File: src/usm_pkg.sv
// usm_pkg: constants, register map and mode encoding of the ultrasonic mode/rx config block
package usm_pkg;
  // ----------------------------------------------------------------
  // register addresses
  // ----------------------------------------------------------------
  localparam logic [5:0] ADDR_FILT_CFG1 = 6'h10;
  localparam logic [5:0] ADDR_FILT_CFG2 = 6'h11;
  localparam logic [5:0] ADDR_AMP_CTRL1 = 6'h12;
  localparam logic [5:0] ADDR_AMP_CTRL2 = 6'h13;
  localparam logic [5:0] ADDR_MODE_CTRL = 6'h14;
  localparam logic [5:0] ADDR_SUPPLY_CTRL = 6'h16;
  localparam logic [5:0] ADDR_ECHO_CFG = 6'h17;
  localparam logic [5:0] ADDR_ZC_CFG = 6'h18;
  localparam logic [5:0] ADDR_BURST_CFG = 6'h1a;
  localparam logic [5:0] ADDR_STATUS = 6'h1c;
  // ----------------------------------------------------------------
  // field positions
  // ----------------------------------------------------------------
  localparam int F_TRIM_OVR = 7;     // filt_cfg1
  localparam int F_HIGHPASS = 6;     // filt_cfg1, freq code in [5:0]
  localparam int F_Q_LSB = 4;        // filt_cfg2 [5:4], trim in [3:0]
  localparam int F_RANGE_SEL = 7;    // amp_ctrl1
  localparam int F_GAIN_LSB = 4;     // amp_ctrl1 [6:4], intercept in [3:0]
  localparam int F_FIRST_OFF = 1;    // amp_ctrl2
  localparam int F_LAST_OFF = 0;     // amp_ctrl2
  localparam int F_SLEEP_REQ = 2;    // mode_ctrl
  localparam int F_STDBY_REQ = 1;    // mode_ctrl
  localparam int F_BURST_GO = 0;     // mode_ctrl, write-one command
  localparam int F_SUP_EN = 4;       // supply_ctrl, target in [3:0]
  localparam int F_ZC_EN = 7;        // zc_cfg
  localparam int F_ZC_GATE = 6;      // zc_cfg
  localparam int F_ZC_STG_LSB = 4;   // zc_cfg [5:4]
  localparam int F_ZC_HYS_LSB = 2;   // zc_cfg [3:2]
  localparam int F_SUP_RDY = 5;      // status, mode code in [1:0]
  // ----------------------------------------------------------------
  // reset values
  // ----------------------------------------------------------------
  localparam logic [7:0] RST_FILT_CFG1 = 8'h00;
  localparam logic [7:0] RST_FILT_CFG2 = 8'h00;
  localparam logic [7:0] RST_AMP_CTRL1 = 8'h00;
  localparam logic [7:0] RST_AMP_CTRL2 = 8'h00;
  localparam logic [7:0] RST_MODE_CTRL = 8'h00;
  localparam logic [7:0] RST_SUPPLY_CTRL = 8'h10;
  localparam logic [7:0] RST_ECHO_CFG = 8'h00;
  localparam logic [7:0] RST_ZC_CFG = 8'h00;
  localparam logic [7:0] RST_BURST_CFG = 8'h01;
  // ----------------------------------------------------------------
  // mode codes and timing
  // ----------------------------------------------------------------
  localparam logic [1:0] CODE_LISTEN = 2'h0;
  localparam logic [1:0] CODE_BURST = 2'h1;
  localparam logic [1:0] CODE_STANDBY = 2'h2;
  localparam logic [1:0] CODE_SLEEP = 2'h3;
  localparam int CLK_KHZ = 40000;
  localparam int SUPPLY_WAIT_US = 64000;
  localparam int SUPPLY_WAIT_CYC = (SUPPLY_WAIT_US / 1000) * CLK_KHZ;
  localparam int WAIT_CNT_W = 22;
  // operating mode, one-hot
  typedef enum logic [5:0] {
    USM_ST_WAIT    = 6'h01,
    USM_ST_SLEEP   = 6'h02,
    USM_ST_STANDBY = 6'h04,
    USM_ST_LISTEN  = 6'h08,
    USM_ST_BURST   = 6'h10,
    USM_ST_SPARE   = 6'h20
  } usm_state_e;
endpackage

File: src/usm_counter.sv
// usm_counter: saturating event counter with terminal flag
`timescale 1ns/10ps
`default_nettype none
module usm_counter #(
  parameter int W = 8
) (
  input wire logic i_mclk,
  input wire logic i_rst_b,
  input wire logic i_clr,
  input wire logic i_inc,
  input wire logic [W-1:0] i_limit,
  output logic o_done
);
  // ----------------------------------------------------------------
  // parameter check
  // ----------------------------------------------------------------
  if (W < 1 || W > 31) begin : g_bad_w
    $error("usm_counter: width out of range");
  end

  logic [W-1:0] cnt_r;

  // terminal reached once the count meets the limit
  assign o_done = (cnt_r >= i_limit);

  // count up, hold at limit, restart on clear
  always_ff @(posedge i_mclk or negedge i_rst_b) begin
    if (!i_rst_b) begin
      cnt_r <= '0;
    end else if (i_clr) begin
      cnt_r <= '0;
    end else if (i_inc && !o_done) begin
      cnt_r <= cnt_r + {{(W-1){1'b0}}, 1'b1};
    end
  end
endmodule // usm_counter
`default_nettype wire

File: src/usm_ctrl.sv
// usm_ctrl: operating-mode sequencer and receive-path configuration registers
// Contract
// - trim override set: effective filter code is frequency code plus signed trim
// - trim 0x8..0xF goes below code 0x00, 0x1..0x7 above code 0x2F
// - highpass conversion: corner follows frequency code, quality and trim ignored
// - first and last gain stages are switched off independently
// - 4-bit intercept code: 0x0/0x8 unity, 0x1-0x7 raise, 0x9-0xF lower
// - range select chooses output range, gain adjust sets gain within it
// - echo interrupt follows envelope above threshold, falls without the clock
// - effective echo threshold uses threshold select and range select together
// - zero-cross output off after reset until the enable bit is set
// - when enabled, stage select and hysteresis drive the comparator
// - echo gate set: zero-cross toggles pass only while echo interrupt high
// - sleep: all blocks and regulation off, register port stays live
// - after sleep exit, stay put until drive supply reaches target
// - standby: regulation on, other analog off, entered by standby request
// - neither sleep nor standby: listen, transmitter idle, receiver on
// - burst command enters burst, end of burst returns to listen
// - from reset or sleep, leave wait on supply at target or 64 ms
// - regulation disabled: leave wait at once
// - burst started by command, ended after programmed pulse count
// - mode code: 00 listen, 01 burst, 10 standby, 11 sleep
// - supply ready flag set once regulator reaches target
`timescale 1ns/10ps
`default_nettype none
module usm_ctrl
  import usm_pkg::*;
#(
  parameter int WAIT_CYC = SUPPLY_WAIT_CYC
) (
  input wire logic i_mclk,
  input wire logic i_rst_b,
  // register port
  input wire logic [5:0] i_addr,
  input wire logic [7:0] i_wdata,
  input wire logic i_wr,
  input wire logic i_rd,
  output logic [7:0] o_rdata,
  // analog status
  input wire logic i_supply_at_target,
  input wire logic i_env_above_thr,
  input wire logic i_zc_raw,
  input wire logic i_pulse_sent,
  // filter controls
  output logic [6:0] o_filter_code,
  output logic o_highpass_conversion,
  output logic [1:0] o_filter_quality_select,
  // amplifier and output controls
  output logic o_first_gain_stage_off,
  output logic o_last_gain_stage_off,
  output logic [3:0] o_intercept_adjust_code,
  output logic o_intercept_raise,
  output logic o_intercept_lower,
  output logic o_output_range_select,
  output logic [2:0] o_output_gain_adjust,
  output logic [4:0] o_echo_thr_code,
  output logic [1:0] o_zero_cross_stage_select,
  output logic [1:0] o_zero_cross_hysteresis,
  output logic [3:0] o_drive_supply_target,
  // power and mode
  output logic o_regulator_on,
  output logic o_rx_active,
  output logic o_tx_active,
  output logic [1:0] o_mode_state_code,
  output logic o_supply_ready_flag,
  // pins
  output logic o_echo_interrupt_pin,
  output logic o_zero_cross_pin
);
  // ----------------------------------------------------------------
  // parameter check
  // ----------------------------------------------------------------
  if (WAIT_CYC < 1 || WAIT_CYC >= (1 << WAIT_CNT_W)) begin : g_bad_wait
    $error("usm_ctrl: wait count does not fit the timer");
  end

  // ----------------------------------------------------------------
  // configuration registers
  // ----------------------------------------------------------------
  logic [7:0] filt_cfg1_r;
  logic [7:0] filt_cfg2_r;
  logic [7:0] amp_ctrl1_r;
  logic [7:0] amp_ctrl2_r;
  logic [7:0] mode_ctrl_r;
  logic [7:0] supply_ctrl_r;
  logic [7:0] echo_cfg_r;
  logic [7:0] zc_cfg_r;
  logic [7:0] burst_cfg_r;
  logic burst_cmd;
  logic sleep_req;
  logic stdby_req;
  logic sup_en;

  // register writes
  always_ff @(posedge i_mclk or negedge i_rst_b) begin
    if (!i_rst_b) begin
      filt_cfg1_r <= RST_FILT_CFG1;
      filt_cfg2_r <= RST_FILT_CFG2;
      amp_ctrl1_r <= RST_AMP_CTRL1;
      amp_ctrl2_r <= RST_AMP_CTRL2;
      mode_ctrl_r <= RST_MODE_CTRL;
      supply_ctrl_r <= RST_SUPPLY_CTRL;
      echo_cfg_r <= RST_ECHO_CFG;
      zc_cfg_r <= RST_ZC_CFG;
      burst_cfg_r <= RST_BURST_CFG;
    end else if (i_wr) begin
      case (i_addr)
        ADDR_FILT_CFG1: filt_cfg1_r <= i_wdata;
        ADDR_FILT_CFG2: filt_cfg2_r <= {2'h0, i_wdata[5:0]};
        ADDR_AMP_CTRL1: amp_ctrl1_r <= i_wdata;
        ADDR_AMP_CTRL2: amp_ctrl2_r <= {6'h00, i_wdata[1:0]};
        // burst command bit is not stored
        ADDR_MODE_CTRL: mode_ctrl_r <= {5'h00, i_wdata[2:1], 1'b0};
        ADDR_SUPPLY_CTRL: supply_ctrl_r <= {3'h0, i_wdata[4:0]};
        ADDR_ECHO_CFG: echo_cfg_r <= {4'h0, i_wdata[3:0]};
        ADDR_ZC_CFG: zc_cfg_r <= {i_wdata[7:2], 2'h0};
        ADDR_BURST_CFG: burst_cfg_r <= {2'h0, i_wdata[5:0]};
        default: ;
      endcase
    end
  end

  assign burst_cmd = i_wr && (i_addr == ADDR_MODE_CTRL) && i_wdata[F_BURST_GO];
  assign sleep_req = mode_ctrl_r[F_SLEEP_REQ];
  assign stdby_req = mode_ctrl_r[F_STDBY_REQ];
  assign sup_en = supply_ctrl_r[F_SUP_EN];

  // ----------------------------------------------------------------
  // mode sequencer
  // ----------------------------------------------------------------
  usm_state_e state_r;
  usm_state_e state_nxt;
  logic wait_done;
  logic burst_done;
  logic sup_ok;

  // restarts on every entry to wait
  usm_counter #(.W(WAIT_CNT_W)) u_wait_timer (
    .i_mclk(i_mclk),
    .i_rst_b(i_rst_b),
    .i_clr(state_r != USM_ST_WAIT),
    .i_inc(state_r == USM_ST_WAIT),
    .i_limit(WAIT_CNT_W'(WAIT_CYC)),
    .o_done(wait_done)
  );

  usm_counter #(.W(6)) u_pulse_cnt (
    .i_mclk(i_mclk),
    .i_rst_b(i_rst_b),
    .i_clr(state_r != USM_ST_BURST),
    .i_inc(i_pulse_sent),
    .i_limit(burst_cfg_r[5:0]),
    .o_done(burst_done)
  );

  // no supply wait when regulation is off
  assign sup_ok = !sup_en || i_supply_at_target || wait_done;

  // next mode
  always_comb begin
    state_nxt = state_r;
    case (state_r)
      // hold until the supply is good
      USM_ST_WAIT: begin
        if (sleep_req) begin
          state_nxt = USM_ST_SLEEP;
        end else if (sup_ok) begin
          state_nxt = stdby_req ? USM_ST_STANDBY : USM_ST_LISTEN;
        end
      end
      // leave sleep by clearing the request
      USM_ST_SLEEP: begin
        if (!sleep_req) begin
          state_nxt = USM_ST_WAIT;
        end
      end
      USM_ST_STANDBY: begin
        if (sleep_req) begin
          state_nxt = USM_ST_SLEEP;
        end else if (!stdby_req) begin
          state_nxt = USM_ST_LISTEN;
        end
      end
      USM_ST_LISTEN: begin
        if (sleep_req) begin
          state_nxt = USM_ST_SLEEP;
        end else if (stdby_req) begin
          state_nxt = USM_ST_STANDBY;
        end else if (burst_cmd) begin
          state_nxt = USM_ST_BURST;
        end
      end
      // end of burst returns to listen
      USM_ST_BURST: begin
        if (sleep_req) begin
          state_nxt = USM_ST_SLEEP;
        end else if (stdby_req) begin
          state_nxt = USM_ST_STANDBY;
        end else if (burst_done) begin
          state_nxt = USM_ST_LISTEN;
        end
      end
      default: state_nxt = USM_ST_WAIT;
    endcase
  end

  // mode register
  always_ff @(posedge i_mclk or negedge i_rst_b) begin
    if (!i_rst_b) begin
      state_r <= USM_ST_WAIT;
    end else begin
      state_r <= state_nxt;
    end
  end

  // ----------------------------------------------------------------
  // power enables and status
  // ----------------------------------------------------------------
  logic [1:0] code_nxt;
  logic sup_rdy_r;

  // mode code, wait reports as sleep
  // taken from the next state so code and enables change on the same edge as the mode
  always_comb begin
    case (state_nxt)
      USM_ST_LISTEN: code_nxt = CODE_LISTEN;
      USM_ST_BURST: code_nxt = CODE_BURST;
      USM_ST_STANDBY: code_nxt = CODE_STANDBY;
      default: code_nxt = CODE_SLEEP;
    endcase
  end

  always_ff @(posedge i_mclk or negedge i_rst_b) begin
    if (!i_rst_b) begin
      o_regulator_on <= 1'b0;
      o_rx_active <= 1'b0;
      o_tx_active <= 1'b0;
      o_mode_state_code <= CODE_SLEEP;
    end else begin
      o_regulator_on <= sup_en && (state_nxt != USM_ST_SLEEP);
      o_rx_active <= (state_nxt == USM_ST_LISTEN) || (state_nxt == USM_ST_BURST);
      o_tx_active <= (state_nxt == USM_ST_BURST);
      o_mode_state_code <= code_nxt;
    end
  end

  always_ff @(posedge i_mclk or negedge i_rst_b) begin
    if (!i_rst_b) begin
      sup_rdy_r <= 1'b0;
    end else if (!o_regulator_on) begin
      sup_rdy_r <= 1'b0;
    end else if (i_supply_at_target) begin
      sup_rdy_r <= 1'b1;
    end
  end
  assign o_supply_ready_flag = sup_rdy_r;

  // ----------------------------------------------------------------
  // receive path configuration
  // ----------------------------------------------------------------
  logic [6:0] filt_code_nxt;
  logic bypass;

  assign bypass = filt_cfg1_r[F_HIGHPASS];

  // signed trim on top of the frequency code
  always_comb begin
    if (filt_cfg1_r[F_TRIM_OVR] && !bypass) begin
      filt_code_nxt = {1'b0, filt_cfg1_r[5:0]} + {{3{filt_cfg2_r[3]}}, filt_cfg2_r[3:0]};
    end else begin
      filt_code_nxt = {1'b0, filt_cfg1_r[5:0]};
    end
  end

  // registered analog control words
  always_ff @(posedge i_mclk or negedge i_rst_b) begin
    if (!i_rst_b) begin
      o_filter_code <= 7'h00;
      o_highpass_conversion <= 1'b0;
      o_filter_quality_select <= 2'h0;
      o_intercept_raise <= 1'b0;
      o_intercept_lower <= 1'b0;
      o_echo_thr_code <= 5'h00;
    end else begin
      o_filter_code <= filt_code_nxt;
      o_highpass_conversion <= bypass;
      o_filter_quality_select <= bypass ? 2'h0 : filt_cfg2_r[F_Q_LSB +: 2];
      o_intercept_raise <= !amp_ctrl1_r[3] && (amp_ctrl1_r[2:0] != 3'h0);
      o_intercept_lower <= amp_ctrl1_r[3] && (amp_ctrl1_r[2:0] != 3'h0);
      o_echo_thr_code <= {amp_ctrl1_r[F_RANGE_SEL], echo_cfg_r[3:0]};
    end
  end

  assign o_first_gain_stage_off = amp_ctrl2_r[F_FIRST_OFF];
  assign o_last_gain_stage_off = amp_ctrl2_r[F_LAST_OFF];
  assign o_intercept_adjust_code = amp_ctrl1_r[3:0];
  assign o_output_range_select = amp_ctrl1_r[F_RANGE_SEL];
  assign o_output_gain_adjust = amp_ctrl1_r[F_GAIN_LSB +: 3];
  assign o_zero_cross_stage_select = zc_cfg_r[F_ZC_STG_LSB +: 2];
  assign o_zero_cross_hysteresis = zc_cfg_r[F_ZC_HYS_LSB +: 2];
  assign o_drive_supply_target = supply_ctrl_r[3:0];

  // ----------------------------------------------------------------
  // echo and zero-cross pins
  // ----------------------------------------------------------------
  // combinational, falls with the comparator
  assign o_echo_interrupt_pin = o_rx_active && i_env_above_thr;
  assign o_zero_cross_pin = zc_cfg_r[F_ZC_EN] && o_rx_active && i_zc_raw &&
                            (!zc_cfg_r[F_ZC_GATE] || o_echo_interrupt_pin);

  // ----------------------------------------------------------------
  // register read, data one cycle after the strobe
  // ----------------------------------------------------------------
  always_ff @(posedge i_mclk or negedge i_rst_b) begin
    if (!i_rst_b) begin
      o_rdata <= 8'h00;
    end else if (i_rd) begin
      case (i_addr)
        ADDR_FILT_CFG1: o_rdata <= filt_cfg1_r;
        ADDR_FILT_CFG2: o_rdata <= filt_cfg2_r;
        ADDR_AMP_CTRL1: o_rdata <= amp_ctrl1_r;
        ADDR_AMP_CTRL2: o_rdata <= amp_ctrl2_r;
        ADDR_MODE_CTRL: o_rdata <= mode_ctrl_r;
        ADDR_SUPPLY_CTRL: o_rdata <= supply_ctrl_r;
        ADDR_ECHO_CFG: o_rdata <= echo_cfg_r;
        ADDR_ZC_CFG: o_rdata <= zc_cfg_r;
        ADDR_BURST_CFG: o_rdata <= burst_cfg_r;
        ADDR_STATUS: o_rdata <= {2'h0, sup_rdy_r, 3'h0, o_mode_state_code};
        default: o_rdata <= 8'h00;
      endcase
    end else begin
      o_rdata <= 8'h00;
    end
  end
endmodule // usm_ctrl
`default_nettype wire

File: config.mk
export PLATFORM = sky130hd
export DESIGN_NAME = usm_ctrl
export DESIGN_NICKNAME = d
export VERILOG_FILES = /design/src/usm_pkg.sv /design/src/usm_counter.sv /design/src/usm_ctrl.sv
export SDC_FILE = /design/constraint.sdc
export NUM_CORES = 1
export LEC_CHECK = 0
export ABC_AREA = 1
export BUFFER_PORTS_ARGS = -buffer_cell sky130_fd_sc_hd__buf_2
export CAP_MARGIN = 20
export CORE_ASPECT_RATIO = 1.75
export CORE_MARGIN = 2
export CORE_UTILIZATION = 58
export DETAILED_ROUTE_END_ITERATION = 8
export MAX_ROUTING_LAYER = met4
export PLACE_DENSITY = 0.78
export SYNTH_ARGS = -nofsm -noshare
export SYNTH_HDL_FRONTEND = slang
export SYNTH_SLANG_ARGS = --single-unit
File: constraint.sdc
create_clock -name i_mclk -period 2.4 [get_ports i_mclk]
set_input_delay 0.24 -clock i_mclk [delete_from_list [all_inputs] [get_ports i_mclk]]
set_output_delay 0.24 -clock i_mclk [all_outputs]
set_load 0.02 [all_outputs]
# Word level (Yosys, flattened, before mapping)
# Index checks and enable logic that the tools add are counted.
[word_totals]
reg_bits = 112
output_inout_bits = 51
input_bits = 22
[classes]
n_reduce_logical = 34
addsub = 3
magnitude_cmp = 2
eq_ne = 22
muxes = 24
[op_table]
columns = ["operator", "n"]
rows = [
  ["8-bit case mux with 10 select lines", 1],
  ["6-bit 2-to-1 mux", 13],
  ["6-bit by 5-bit equality test with 1-bit output (second input constant)", 12],
  ["22-bit 2-to-1 mux", 2],
  ["6-bit case mux with 5 select lines", 1],
  ["22-bit by 1-bit adder with 22-bit output (second input constant)", 1],
  ["22-bit greater-or-equal comparator (second input constant)", 1],
  ["2-bit AND reduction", 9],
  ["6-bit by 3-bit equality test with 1-bit output (second input constant)", 2],
  ["6-bit by 4-bit equality test with 1-bit output (second input constant)", 2],
  ["1-bit logical AND", 12],
  ["8-bit 2-to-1 mux", 1],
  ["6-bit by 7-bit adder with 7-bit output", 1],
  ["7-bit 2-to-1 mux", 1],
  ["6-bit by 1-bit adder with 6-bit output (second input constant)", 1],
  ["6-bit by 1-bit equality test with 1-bit output (second input constant)", 1],
  ["6-bit by 2-bit equality test with 1-bit output (second input constant)", 1],
  ["6-bit greater-or-equal comparator", 1],
  ["1-bit logical NOT", 6],
  ["6-bit by 1-bit inequality test with 1-bit output (second input constant)", 1],
  ["6-bit by 2-bit inequality test with 1-bit output (second input constant)", 1],
  ["6-bit by 5-bit inequality test with 1-bit output (second input constant)", 1],
  ["2-bit case mux with 3 select lines", 1],
  ["1-bit logical OR", 4],
  ["6 further kinds", 8],
]

# Depth between registers and ports, before layout
[logic_depth]
depth_word = 9
mapped_depth = 11
ltp_nobuf = 11

# By module
# From an unflattened synthesis, not the netlist that was laid out.
[hier_totals]
cells_unflattened = 878
hier_area_um2 = 6855.3
[by_module_without_submodules]
columns = ["module", "cells_per_inst", "area_each_um2", "n_inst"]
rows = [
  ["usm_ctrl", 470, 4045.1, 1],
  ["usm_counter at u_wait_timer", 333, 2250.9, 1],
  ["usm_counter at u_pulse_cnt", 75, 559.3, 1],
]

# Least setup slack after synthesis
# OpenSTA, ideal clock, no wires.
[synth_timing]
path_kind = "reg-to-reg"
start = "register burst_cfg_r[0]"
end = "register u_pulse_cnt.cnt_r[3]"
period_less_slack_ns = 1.693
t_required_ns = 2.277
t_arrival_ns = 1.569
path_stages_with_launch = 10
setup_time_ns = 0.123
slack_ns = 0.707
cell_sequence = "dfstp_2 -> ha_1 -> inv_1 -> a21boi_0 -> o21ai_0 -> nand3_1 -> inv_1 -> nand2_1 -> o21ai_0 -> a21oi_1"
[synth_between]
elab_chain_cells = 4
[synth_lines]
columns = ["item", "line", "rtl"]
rows = [
  ["from (decl)", "usm_ctrl.sv:88", "logic [7:0] burst_cfg_r;"],
  ["from (signal assigned)", "usm_ctrl.sv:117", "ADDR_BURST_CFG: burst_cfg_r <= {2'h0, i_wdata[5:0]};"],
  ["6-bit greater-or-equal comparator", "usm_counter.sv:24", "assign o_done = (cnt_r >= i_limit);"],
  ["1-bit logical NOT", "usm_counter.sv:32", "end else if (i_inc && !o_done) begin"],
  ["1-bit logical AND", "usm_counter.sv:32", ""],
  ["2-bit nonzero test (no source line)", "-", ""],
  ["to (signal assigned)", "usm_counter.sv:33", "cnt_r <= cnt_r + {{(W-1){1'b0}}, 1'b1};"],
  ["to (decl)", "usm_counter.sv:21", "logic [W-1:0] cnt_r;"],
]
# Every way passes these cells.
# A chain may end at the register's enable or synchronous reset.

# Worst setup path in the final report
# Ends and elaborated chain as after synthesis.

==> impl_metrics.json <==
{
  "io_buffers": 72,
  "endpoint_kind": "register",
  "r2r-end": "u_pulse_cnt.cnt_r[3]",
  "arrival_ns": 2.15,
  "crit_required_ns": 2.62,
  "rsz0062_at_grt": "no",
  "hold_path.class": "input pin to register",
  "cts-htree-levels": 3,
  "crit_fanout": 6,
  "clk_path_buf_depth": 2,
  "comb_power_share_pct": 18.6,
  "hp-start": "i_supply_at_target",
  "synth_edf_count": 0,
  "muxShareOfSynthArea_pct": 0,
  "routed_wl_um": 14400,
  "synth_top_cell_area_share_pct": 46.8,
  "drtAntennaViolNets": 0,
  "cts_made_buffers": 9,
  "slew_headroom_pct": 55.9,
  "cellPowerDensity_mw_per_mm2": 723,
  "post-route-util_pct": 66.7,
  "r2r_cells": 9,
  "ctsResizeCount": 0,
  "drcViolationCount": 0,
  "setup_viol": 0,
  "synth-seq-area-share_pct": 49.0,
  "dr_total_vias": 4934,
  "clockPowerShare_pct": 33.3,
  "pre_cts_ws_ns": 0.533,
  "p_int_w": 0.00323,
  "area_delta_synth_final_pct": 13.4,
  "status": "finished, final reports clean",
  "switching_power_w": 0.00147,
  "p_total_w": 0.00469,
  "drive_above_1_share_pct": 20.6,
  "skew_ns": 0.0102,
  "track_usage_pct": 29.3,
  "regArea_sq_mm": 0.00281,
  "cts_tree": "yes",
  "finalWorstSetupSlack_ns": 0.475,
  "fin_nets": 787,
  "overflow": 0,
  "switching_share_pct": 31.2,
  "wl_per_cell_um": 16.3,
  "netlist_area_sq_mm": 0.00573,
  "synth_top_area_cell": "dfrtp_1",
  "gp_routability_congestion": 0.907,
  "startpoint": "burst_cfg_r[0]",
  "io_pins": 73,
  "yosys_warnings": 0,
  "rows": 48,
  "dp_hpwl_um": 10800,
  "die_h_um": 135,
  "reg2reg_from": "burst_cfg_r[0]",
  "synthTopCellsByArea": "dfrtp_1 47%, nand2_1 10%, inv_1 6.1%",
  "synth_compound_area_share_pct": 13.4,
  "grt_start_max_net_pins": 52,
  "n_antenna_cell": 0,
  "fp.coreArea_sq_mm": 0.00973,
  "reg2reg_slack_ns": 0.48,
  "synth_top_family_by_area": "simple AND/OR/NAND/NOR gates",
  "die_area_sq_mm": 0.0107,
  "final.period_utilization_pct": 80.2,
  "final_max_slew_viol_count": 0,
  "first_global_vias": 5048,
  "die_x_um": 79.1,
  "setup-tns-final_ns": 0,
  "synth_area_per_cell_sq_um": 8.43,
  "vdd_drop_max_uv": 453,
  "hold_viol": 0,
  "leakage_nw": 3.31,
  "synth_cells": 679,
  "cap_violations": 0,
  "crit_type": "register to register",
  "post_cts_buffers": 0,
  "hold_buffers": 1,
  "clk_pin_slew_ns": 0.07,
  "vias_per_cell": 5.61,
  "synth_ff_type": "dfrtp_1",
  "cp-start-kind": "register",
  "start_util_pct": 58.9,
  "synth.most_common_cell": "nand2_1",
  "tightest_slew_ns": 0.662,
  "crit_path_end": "u_pulse_cnt.cnt_r[3]",
  "p_seq_share_pct": 48.1,
  "antenna_found_initial": 0,
  "yosys-top-cells-count": "153 x nand2_1, 107 x dfrtp_1, 93 x inv_1, 46 x nor2_1, 43 x o21ai_0",
  "synthXorXnorAreaFrac_pct": 0.765,
  "synthArstFlopShare_pct": 100,
  "yosys.area_share.simple_pct": 24.0,
  "clock-root-buffer": "clkbuf_16",
  "yosysUniqueCellTypes": 43,
  "synth_nets": 717,
  "fmax_mhz": 520,
  "multiInputGateArea_sq_mm": 0.00240,
  "grt_pass1_wl_um": 23600,
  "fillers": 817,
  "yosys.area_share.adder_pct": 3.63,
  "firstDrtPassIters": 5,
  "period_minus_slack_ns": 1.92,
  "drt_iter0_drc": 339,
  "ys_seq_elements": 112,
  "worstSkewPairLatency_ns": 0.35,
  "cts.sinks": 112
}
worst min-delay path by stage:
stage	depth (start not counted)	endpoint	slack [ns]
after detailed placement	1	o_echo_thr_code[1]	0.31
after CTS	2	o_supply_ready_flag	0.12
final	2	o_supply_ready_flag	0.13
after floorplan	0	amp_ctrl1_r[0]	-0.06
after global placement	1	o_echo_thr_code[1]	0.30
after global routing	2	o_supply_ready_flag	0.14
cell usage in the layout, fill, tap and decap left out, types with 3 or more instances in the layout:
cell         n
nor2_2       6
clkinv_4     4
inv_1       93
o21ai_2     16
nand4_1     14
o22ai_1      5
nand2_2     10
nor2_1      46
clkbuf_16    9
a21oi_1     28
a211oi_1     5
nor3_4       3
ha_1        15
nand3_1     35
buf_2       71
dfrtp_1    107
dfstp_2      5
o21a_1       3
xor2_1       3
o211ai_1     4
o21ai_0     43
nor2_4       4
nand3_2      3
inv_2        8
nor3_1      13
nand2_1    153
buf_4        3
o21ai_1     18
worst max-delay path: stages, from the launching register on:
cell	delay, ns
dfstp_2	0.55
ha_1	0.23
inv_1	0.05
a21boi_0	0.06
o21ai_0	0.20
nand3_1	0.17
inv_1	0.18
nand2_1	0.10
o21ai_0	0.20
a21oi_1	0.06
per-layer routing:
metal  track usage [%]  vias to the layer above  part of all wire [%]
li1                  -                     2341                     -
met1              32.6                     2344                    37
met2              50.5                      201                    54
met3              3.80                       48                   4.4
met4              16.0                        0                   5.2
met5                 -                        -                     0
sequential cells by signal, summed over array words and instances (netlist names), 2 cells and up:
signal,flops
mode_ctrl_r,2
o_echo_thr_code,5
o_rdata,8
u_wait_timer.cnt_r,22
echo_cfg_r,4
supply_ctrl_r,5
amp_ctrl1_r,8
state_r,6
o_filter_quality_select,2
o_filter_code,7
o_mode_state_code,2
amp_ctrl2_r,2
filt_cfg2_r,6
filt_cfg1_r,8
u_pulse_cnt.cnt_r,6
burst_cfg_r,6
zc_cfg_r,6
cell families after synthesis:
family,count (synthesis)
AO/OA/AOI/OAI,130
AND/OR/NAND/NOR,295
other,1
XOR/XNOR,5
adder cells (fa/ha/maj),16
buffers and inverters,120
flip-flops,112
power by group through the flow:
stage	Clock (W)	Sequential, W	Combinational, W
6_report	0.00156	0.00226	0.000875
5_1_grt	0.00165	0.00228	0.000971
2_1_floorplan	0	0.00235	0.000483
3_3_place_gp	0	0.00228	0.000833
4_1_cts	0.00158	0.00225	0.000877
3_5_place_dp	0	0.00229	0.000866
area by class of cell:
| class | instances | area share [%] |
|---|---|---|
| Multi-Input combinational cell | 447 | 37.0 |
| Timing Repair Buffer | 77 | 6.59 |
| Tap cell | 125 | 2.41 |
| Clock buffer | 10 | 3.68 |
| Sequential cell | 112 | 43.3 |
| Inverter | 102 | 5.92 |
| Clock inverter | 6 | 1.18 |
through the flow:
stage,std cells,area [sq um],hold WS [ns]
6_report,879,6490,0.133
5_1_grt,879,6490,0.136
4_1_cts,879,6490,0.124
3_5_place_dp,862,6170,0.315
3_3_place_gp,862,6170,0.301
2_1_floorplan,679,5730,-0.0556
(Power assumes the default switching activity.)
